File: src/common/csoir_pkg.sv
// csoir package: register map, field positions and reset values of the core register group
`default_nettype none
package csoir_pkg;
    // ==========================================================
    // register offsets (byte addresses on the plain port)
    localparam logic [8:0] CSOIR_STATUS_OFF = 9'h003;
    localparam logic [8:0] CSOIR_INTCTL_OFF = 9'h00b;
    localparam logic [8:0] CSOIR_OPTION_OFF = 9'h081;
    localparam logic [8:0] CSOIR_PMASK_OFF = 9'h08c;
    localparam logic [8:0] CSOIR_PFLAG_OFF = 9'h00c;
    localparam logic [8:0] CSOIR_PORT_B_PINS_OFF = 9'h006;
    // ==========================================================
    // status field positions
    localparam int CSOIR_ST_IRP = 7;
    localparam int CSOIR_ST_RP_LO = 5;
    localparam int CSOIR_ST_TO = 4;
    localparam int CSOIR_ST_PD = 3;
    localparam int CSOIR_ST_Z = 2;
    localparam int CSOIR_ST_DC = 1;
    localparam int CSOIR_ST_C = 0;
    // option field positions
    localparam int CSOIR_OP_PU = 7;
    localparam int CSOIR_OP_EDGE = 6;
    localparam int CSOIR_OP_SRC = 5;
    localparam int CSOIR_OP_TEDGE = 4;
    localparam int CSOIR_OP_PSA = 3;
    // interrupt control field positions
    localparam int CSOIR_IC_GIE = 7;
    localparam int CSOIR_IC_PERIPH_IRQ_GATE = 6;
    localparam int CSOIR_IC_T0E = 5;
    localparam int CSOIR_IC_EXT_PIN_IRQ_EN = 4;
    localparam int CSOIR_IC_RBE = 3;
    localparam int CSOIR_IC_T0F = 2;
    localparam int CSOIR_IC_EXT_PIN_FLAG = 1;
    localparam int CSOIR_IC_RBF = 0;
    // ==========================================================
    // reset values
    localparam logic [7:0] CSOIR_STATUS_RST = 8'h18;
    localparam logic [7:0] CSOIR_OPTION_RST = 8'hff;
    localparam logic [7:0] CSOIR_INTCTL_RST = 8'h00;
    localparam logic [7:0] CSOIR_PMASK_RST = 8'h00;
    // ==========================================================
    // alu operation class reported by the datapath
    typedef enum logic [2:0] {
        CSOIR_ALU_NONE = 3'b001,
        CSOIR_ALU_ARITH = 3'b010,
        CSOIR_ALU_ROT = 3'b100
    } csoir_alu_t;
endpackage
`default_nettype wire

File: src/design/csoir_regs.sv
// csoir_regs: core status, option and interrupt control register group
//
// Added by the designer: the plain strobed port.
`default_nettype none

// Notes on behaviour
// - flag-updating write to status keeps alu flags
// - software cannot write timeout and sleep bits
// - clear of status gives 000u uluu
// - bit 7 picks indirect banks two/three
// - bits 6-5 pick direct 128-byte bank
// - timeout bit set by kick/sleep, cleared by expiry
// - sleep bit set by kick, cleared by sleep
// - zero flag follows result equal zero
// - digit carry from low nibble carry
// - carry from msb; rotates load shifted bit
// - option bit 7 disables all pull-ups
// - option bit 6 selects pin edge
// - option bits 5-4 timer source and edge
// - option bit 3 assigns shared prescaler
// - rate bits give doubling prescale ratios
// - flags set regardless of enables
// - global enable gates every interrupt
// - peripheral gate enables peripheral interrupts
// - timer overflow flag sticks until cleared
// - selected pin edge sets sticky flag
// - upper port mismatch keeps setting change flag
// - mask holds one enable per peripheral
// - peripheral flags register holds source flags
module csoir_regs
    import csoir_pkg::*;
(
    input wire logic clock,
    input wire logic rst,
    input wire logic clk_en,
    // plain register port
    input wire logic [8:0] addr,
    input wire logic [7:0] wdata,
    input wire logic wr,
    input wire logic rd,
    output logic [7:0] rdata,
    // datapath side
    input wire logic status_dest_flags, // write targets status and op updates flags
    input wire logic clr_status, // clear-register instruction on status
    input wire csoir_alu_t alu_op,
    input wire logic [7:0] alu_res,
    input wire logic alu_c,
    input wire logic alu_dc,
    input wire logic watchdog_kick_instr,
    input wire logic sleep_instr,
    input wire logic watchdog_timeout,
    // peripheral side
    input wire logic tmr_a_ovf,
    input wire logic [7:0] periph_set,
    input wire logic ext_irq_pin,
    input wire logic [7:0] port_b_pins,
    // configuration outputs
    output logic indirect_bank_hi,
    output logic [1:0] direct_bank_sel,
    output logic pullup_disable,
    output logic pin_edge_sel,
    output logic tmr_a_src_sel,
    output logic tmr_a_edge_sel,
    output logic prescaler_owner_sel,
    output logic [2:0] prescale_rate,
    output logic [8:0] tmr_a_ratio, // divide ratio for the timer
    output logic [7:0] wdt_ratio, // divide ratio for the watchdog
    output logic irq_req
);
    // ==========================================================
    // state
    logic [7:0] status_reg, status_next; // cpu_status
    logic [7:0] option_reg; // timer_option_config
    logic [7:0] intctl_reg, intctl_next; // interrupt_control
    logic [7:0] pmask_reg; // peripheral_irq_mask
    logic [7:0] pflag_reg, pflag_next; // periph_flag_reg
    logic [1:0] pin_sync_reg; // two-stage synchroniser for the pin
    logic pin_prev_reg;
    logic [7:0] pb_s1_reg, pb_s2_reg; // port synchroniser
    logic [3:0] pb_latch_reg; // last value read from upper nibble
    logic [7:0] rdata_reg;
    logic irq_reg;
    logic [7:0] opt_out_reg;
    logic [2:0] bank_out_reg;
    logic [8:0] tr_reg;
    logic [7:0] wr_reg;

    // ==========================================================
    // decode
    wire wr_status = wr && addr == CSOIR_STATUS_OFF;
    wire wr_intctl = wr && addr == CSOIR_INTCTL_OFF;
    wire wr_option = wr && addr == CSOIR_OPTION_OFF;
    wire wr_pmask = wr && addr == CSOIR_PMASK_OFF;
    wire wr_pflag = wr && addr == CSOIR_PFLAG_OFF;
    wire rd_port_b_pins = rd && addr == CSOIR_PORT_B_PINS_OFF;
    wire flags_upd = alu_op != CSOIR_ALU_NONE;
    wire pin_s = pin_sync_reg[1];
    // rising when edge bit is 1, falling otherwise
    wire pin_edge = option_reg[CSOIR_OP_EDGE] ? (pin_s && !pin_prev_reg)
                                              : (!pin_s && pin_prev_reg);
    wire pb_mismatch = pb_s2_reg[7:4] != pb_latch_reg;

    // ==========================================================
    // status next value
    always_comb begin
        status_next = status_reg;
        // software write, only the bank bits, plus the flags when status_dest_flags is low
        if (wr_status && clk_en) begin
            status_next[7:5] = wdata[7:5];
            if (!status_dest_flags) begin
                status_next[2:0] = wdata[2:0];
            end
            // timeout and sleep bits never taken from data
        end
        if (clr_status) begin
            status_next[7:5] = 3'b000;
        end
        // alu flags override the data write
        if (flags_upd) begin
            status_next[CSOIR_ST_Z] = alu_res == 8'h00;
            if (alu_op == CSOIR_ALU_ARITH) begin
                status_next[CSOIR_ST_DC] = alu_dc;
                status_next[CSOIR_ST_C] = alu_c;
            end else begin
                status_next[CSOIR_ST_C] = alu_c; // rotate shifted-out bit
            end
        end
        if (clr_status) begin
            status_next[CSOIR_ST_Z] = 1'b1;
        end
        // hardware events; expiry has priority over kick
        if (watchdog_kick_instr) begin
            status_next[CSOIR_ST_TO] = 1'b1;
            status_next[CSOIR_ST_PD] = 1'b1;
        end
        if (sleep_instr) begin
            status_next[CSOIR_ST_TO] = 1'b1;
            status_next[CSOIR_ST_PD] = 1'b0;
        end
        if (watchdog_timeout) begin
            status_next[CSOIR_ST_TO] = 1'b0;
        end
    end

    // ==========================================================
    // interrupt control and peripheral flags; set wins over clear
    always_comb begin
        intctl_next = intctl_reg;
        if (wr_intctl) begin
            intctl_next = wdata;
        end
        // flags set whatever the enables
        if (tmr_a_ovf) begin
            intctl_next[CSOIR_IC_T0F] = 1'b1;
        end
        if (pin_edge) begin
            intctl_next[CSOIR_IC_EXT_PIN_FLAG] = 1'b1;
        end
        if (pb_mismatch) begin
            intctl_next[CSOIR_IC_RBF] = 1'b1;
        end
        pflag_next = wr_pflag ? wdata : pflag_reg;
        pflag_next = pflag_next | periph_set;
    end

    // ==========================================================
    // request combine
    wire core_hit = |(intctl_reg[5:3] & intctl_reg[2:0]);
    wire per_hit = intctl_reg[CSOIR_IC_PERIPH_IRQ_GATE] && |(pflag_reg & pmask_reg);
    wire irq_next = intctl_reg[CSOIR_IC_GIE] && (core_hit || per_hit);

    // ==========================================================
    // read mux; unmapped addresses read zero
    logic [7:0] rd_mux;
    always_comb begin
        unique case (addr)
            CSOIR_STATUS_OFF: rd_mux = status_reg;
            CSOIR_INTCTL_OFF: rd_mux = intctl_reg;
            CSOIR_OPTION_OFF: rd_mux = option_reg;
            CSOIR_PMASK_OFF: rd_mux = pmask_reg;
            CSOIR_PFLAG_OFF: rd_mux = pflag_reg;
            CSOIR_PORT_B_PINS_OFF: rd_mux = pb_s2_reg;
            default: rd_mux = 8'h00;
        endcase
    end

    // ratio decode
    function automatic logic [8:0] csoir_pow2(input logic [2:0] code, input logic base);
        // four-bit sum: code 7 plus base 1 must reach a shift of 8, not wrap to 0
        csoir_pow2 = 9'h001 << ({1'b0, code} + {3'b000, base});
    endfunction
    // prescaler goes to timer only when owner bit is 0
    wire [8:0] tr_next = option_reg[CSOIR_OP_PSA] ? 9'h001 : csoir_pow2(option_reg[2:0], 1'b1);
    wire [8:0] wr_full = option_reg[CSOIR_OP_PSA] ? csoir_pow2(option_reg[2:0], 1'b0) : 9'h001;

    // ==========================================================
    // registers
    always_ff @(posedge clock or posedge rst) begin
        if (rst) begin
            status_reg <= CSOIR_STATUS_RST;
            option_reg <= CSOIR_OPTION_RST;
            intctl_reg <= CSOIR_INTCTL_RST;
            pmask_reg <= CSOIR_PMASK_RST;
            pflag_reg <= 8'h00;
            pin_sync_reg <= 2'b00;
            pin_prev_reg <= 1'b0;
            pb_s1_reg <= 8'h00;
            pb_s2_reg <= 8'h00;
            pb_latch_reg <= 4'h0;
            rdata_reg <= 8'h00;
            irq_reg <= 1'b0;
            opt_out_reg <= CSOIR_OPTION_RST;
            bank_out_reg <= 3'b000;
            tr_reg <= 9'h001;
            wr_reg <= 8'h01;
        end else if (clk_en) begin
            status_reg <= status_next;
            intctl_reg <= intctl_next;
            pflag_reg <= pflag_next;
            if (wr_option) begin
                option_reg <= wdata;
            end
            if (wr_pmask) begin
                pmask_reg <= wdata;
            end
            pin_sync_reg <= {pin_sync_reg[0], ext_irq_pin};
            pin_prev_reg <= pin_s;
            pb_s1_reg <= port_b_pins;
            pb_s2_reg <= pb_s1_reg;
            if (rd_port_b_pins) begin
                pb_latch_reg <= pb_s2_reg[7:4]; // read ends the mismatch
            end
            rdata_reg <= rd ? rd_mux : 8'h00;
            irq_reg <= irq_next;
            opt_out_reg <= option_reg;
            bank_out_reg <= status_reg[7:5];
            tr_reg <= tr_next;
            wr_reg <= wr_full[7:0];
        end
    end

    // ==========================================================
    // outputs straight from flip-flops
    assign rdata = rdata_reg;
    assign irq_req = irq_reg;
    assign indirect_bank_hi = bank_out_reg[2];
    assign direct_bank_sel = bank_out_reg[1:0];
    assign pullup_disable = opt_out_reg[CSOIR_OP_PU];
    assign pin_edge_sel = opt_out_reg[CSOIR_OP_EDGE];
    assign tmr_a_src_sel = opt_out_reg[CSOIR_OP_SRC];
    assign tmr_a_edge_sel = opt_out_reg[CSOIR_OP_TEDGE];
    assign prescaler_owner_sel = opt_out_reg[CSOIR_OP_PSA];
    assign prescale_rate = opt_out_reg[2:0];
    assign tmr_a_ratio = tr_reg;
    assign wdt_ratio = wr_reg;

    // ==========================================================
    // checks on flags, output copies, the request and the freeze
    // plain copies so that $past sees a whole signal
    wire [2:0] bank_bits = status_reg[7:5];
    wire [3:0] pb_upper = pb_s2_reg[7:4];
endmodule
`default_nettype wire

File: config.mk
export PLATFORM = sky130hd
export DESIGN_NAME = csoir_regs
export DESIGN_NICKNAME = d
export VERILOG_FILES = /design/src/common/csoir_pkg.sv /design/src/design/csoir_regs.sv
export SDC_FILE = /design/constraint.sdc
export NUM_CORES = 1
export LEC_CHECK = 0
export BUFFER_PORTS_ARGS = -buffer_cell sky130_fd_sc_hd__buf_2
export CAP_MARGIN = 10
export CORE_MARGIN = 2
export CORE_UTILIZATION = 45
export DETAILED_ROUTE_END_ITERATION = 10
export PLACE_DENSITY = 0.7
export SLEW_MARGIN = 20
export SYNTH_ARGS = -nofsm -noshare
export SYNTH_HDL_FRONTEND = slang
export SYNTH_SLANG_ARGS = --single-unit
File: constraint.sdc
create_clock -name clock -period 7.38 [get_ports clock]
set_input_delay 0.369 -clock clock [delete_from_list [all_inputs] [get_ports clock]]
set_output_delay 0.369 -clock clock [all_outputs]
set_load 0.01 [all_outputs]
======== Word-level counts from Yosys, hierarchy flattened ========
Cells that the tools add are included.
W data, S select, Z words.
operators by class
  reductions and logical operators ........ 37
  add/subtract/negate cells ............... 1
  muxes and demuxes ....................... 20
  shift operators ......................... 2
  bitwise logic cells ..................... 3
  eq/ne operators ......................... 11
operators by type and width
  cell                   number
  $pmux W8 S6            1
  $mux W8                3
  $reduce_and A2 Y1      10
  $eq A9 B4 Y1 const B   2
  $eq A9 B8 Y1 const B   2
  $mux W3                6
  $reduce_bool A2 Y1     6
  $logic_and A1 B1 Y1    11
  $eq A9 B2 Y1 const B   1
  $eq A9 B3 Y1 const B   1
  $mux W9                1
  $shl A1 B4 Y9 const A  1
  $and A8 B8 Y8          1
  $logic_not A8 Y1       1
  $or A8 B8 Y8           1
  $reduce_or A8 Y1       1
  $shl A1 B3 Y8 const A  1
  $mux W1                7
  $ne A3 B1 Y1 const B   2
  $reduce_and A3 Y1      2
  $reduce_bool A3 Y1     2
  $add A3 B1 Y4 const B  1
  $mux W2                2
  $ne A4 B4 Y1           1
  other kinds (6)        7
word-level totals
  output and inout bits ................... 37
  logic and storage cells ................. 98
  flip-flop bits (word level) ............. 100
  bits of input ports ..................... 58

======== Logic depth before layout (Yosys ltp) ========
  depth after elaboration ................. 7
  mapped depth ............................ 6
  gate-level depth less buffers ........... 6

======== Worst setup path after synthesis ========
Ideal clock, no wire load.
  path kind ............................... in2reg
  start point ............................. input port clk_en
  end point ............................... register pmask_reg[0]
  required time ........................... 7,255 ps
  arrival time ............................ 1,753 ps
  library setup time ...................... 125 ps
  stages .................................. 5
  buffers on the path ..................... 1
  path slack .............................. 5,502 ps
  path through ............................ buf_2 nor4b_4 nand4_2 nor2_4 mux2_2
on the way
  longest elaborated chain between the ends .. 1
RTL lines
  element                             line               text
  start: declaration                  csoir_regs.sv:35   input wire logic clk_en,
  $reduce_and A2 Y1 (no source line)  -
  end signal: assignment              csoir_regs.sv:224  pmask_reg <= wdata;
  end: declaration                    csoir_regs.sv:75   logic [7:0] pmask_reg;
Every way passes these cells.
A chain may end at the register's enable or synchronous reset.

======== Worst setup path after layout ========
  start point ............................. input port clk_en
  end point ............................... register pmask_reg[1]
The elaborated chain is that of the path after synthesis.

==> flow_summary.toml <==
[grt]
grt_use_met3_pct = 4.89
overflow = 0
top_usage_layer = "met2"
grt_pass1_vias = 3481
gr-usage-all-layers_pct = 21.0
grt_max_degree = 83
antenna_found_initial = 0
grtUsageMet1_pct = 28.7
grt_pass1_wl_um = 18200
use_met2_pct = 34.3

[sta]
finalSetupViolCount = 0
skew_ps = 9.13
slew_violations = 0
tns_ps = 0
max_slew_margin_pct = 38.7
rsz0062_at_grt = "no"
fmax_mhz = 414
worst_pin_slew_ps = 919
hold_viol_final = 0
finalCritPeriodShare_pct = 32.7
finalCriticalPeriod_ps = 2420

[synth]
syn_avg_cell_area_sq_um = 12.0
ys_ff_latch = 100
ys_seq_area_share_pct = 54.6
ys_types = 47
synthFlopType = "dfrtp_1"
yosysTopAreaCellShare_pct = 43.3
postSynthCellCount = 386
syn_nets = 446
synth_area_leaders = "dfrtp_1, mux2_2, dfstp_2"
syn_area_sq_um = 4630
synth_warnings = 0
synthArstFlopShare_pct = 100
synth_edf_count = 0
post-synth-top-count-cell = "dfrtp_1"
ys_top_cells_by_count = "dfrtp_1, mux2_2, inv_1, dfstp_2"
yosysTopAreaCell = "dfrtp_1"

[floorplan]
pin_count = 95
die_h_um = 105
die-area_sq_um = 11100
initial_core_util_pct = 45.6
die_w_um = 105
core_sq_um = 10100
fp-row-count = 37

[clock_tree]
htree_levels = 3
cts_tree = "done"
cts_made_buffers = 9
cts_buffer_depth = 2
clk_latency_ps = 360
clk_pin_slew_ps = 90
postCtsHoldBufs = 1
cts_sinks = 100
post_cts_resize_count = 0
cts_setup_buffers = 0
cts_root_buf = "clkbuf_8"

[worst_hold_path]
min_from = "sleep_instr"
min_path_type = "in -> reg"
worstHoldPathCells = 2
min_to = "status_reg[3]"

[place]
dpl.hpwl_um = 8170
numPortBuffers = 94
place_congestion = 0.853

[route]
drc_errors = 0
avgRoutedWirePerCell_um = 18.2
drtAntennaViolNets = 0
drt_iter0_drc = 205
routed_via_density = 5.55
dr.pass1.iters = 4
vias = 3424
drt-total-wl_um = 11300

[flow_run]
drv_cap = 0

[worst_setup_path]
reg2reg_from = "option_reg[2]"
path_cells = "buf_2 -> buf_4 -> nor4b_4 -> nand4_2 -> nor2_4 -> mux2_2"
worstPathRequired_ps = 7620
r2r-end = "tmr_a_ratio[3]"
crit_type = "in -> reg"
worstRegToRegCells = 5
end_kind = "register"
start_kind = "input pin"
slowest_stage = "buf_4"
cp.arrival_ps = 2660
critPathMaxStageDelay_ps = 640
regToRegSetupSlack_ps = 5680
critPathMaxFanout = 82

[finish]
nNetsFinal = 536
post-route-util_pct = 53.4
fillCellCount = 887
area_growth_syn_to_layout_pct = 17.1
largest_reg_flops = 9
drive_gt1_share_pct = 39.7
diodes = 0

[outcome]
status = "completed"

[power_and_ir_drop]
power_density_nw_per_um2 = 191
ir_worst_vdd_mv = 0.102
power_leakage_nw = 2.49
[through the flow]
step | hold slack, ps | cells | total power, W | setup WS [ps] | cell area [sq um]
final | 156 | 617 | 0.00104 | 4960 | 5420
after global placement | 368 | 600 | 0.000699 | 4660 | 5220
after CTS | 142 | 617 | 0.00105 | 4980 | 5420
after global routing | 148 | 617 | 0.00108 | 4780 | 5420
after floorplan | 424 | 386 | 0.000658 | 4430 | 4630
after detailed placement | 364 | 600 | 0.000702 | 4580 | 5220
[report_power, final]
group	internal (W)	leakage, nW	switching [W]	total, W
combinational	0.0000451	1.18	0.0000552	0.000100
sequential	0.000572	1.21	0.0000191	0.000591
clock	0.000158	0.0966	0.000186	0.000343
[critical path: cells and delay by family]
| kind | cells | cell delay [ps] |
|---|---|---|
| buf+inv | 2 | 720 |
| mux | 1 | 370 |
| simple gates | 3 | 1190 |
[cell families (layout without fill, tap and decap cells)]
family                     Yosys count  after routing  share of synthesized area (%)
AOI/OAI and AO/OA                   93             93                           14.9
buffers and inverters               40            135                           3.33
xor gates and xnor gates             4              4                          0.757
and+or+nand+nor                     81             81                           10.1
adders and majority gates            2              2                          0.541
muxes                               66             66                           15.8
DFF                                100            100                           54.6
[layout make-up]
cell class                      count  area (sq um)  area share [%]
Sequential cell                   100          2530            46.7
Inverter                           22          85.1            1.57
Tap cell                          136           170            3.14
Timing Repair Buffer               97           495            9.15
Multi-Input combinational cell    246          1950            35.9
Clock buffer                       10           128            2.36
Clock inverter                      6          65.1            1.20
[placed cells by master (no fill, tap or decap), drive strengths merged, types with 2 or more instances in the layout]
cell     count
nand2b       2
o21ai       17
a221o        7
a21oi        7
mux2        55
nand4       10
mux2i       11
nor2b       10
nor4         5
a22o         5
dfrtp       80
a22oi       17
o21a         8
a21boi       2
buf         96
clkbuf      10
nand2       15
xor2         4
o221ai       8
o22ai        2
a21o         2
o22a         5
ha           2
clkinv       4
a2bb2oi      5
nor2        14
nor4b        3
a211oi       2
dfstp       20
nor3b        4
nand3       13
inv         22
[layer usage]
layer,up-vias,part of all wire (%)
li1,1615,-
met1,1702,45
met2,99,48
met3,8,6.0
met4,0,0.92
met5,-,0
[worst max path at each step]
stage            from         endpoint  slack [ps]  cells after the start
2_1_floorplan     rst  bank_out_reg[0]        4430                      1
3_3_place_gp   clk_en     pmask_reg[0]        4660                      6
3_5_place_dp   clk_en    status_reg[2]        4580                      5
4_1_cts        clk_en     pmask_reg[1]        4980                      6
5_1_grt        clk_en     pmask_reg[5]        4780                      6
6_report       clk_en     pmask_reg[1]        4960                      6
No activity file was read; power rests on OpenSTA's default activity.
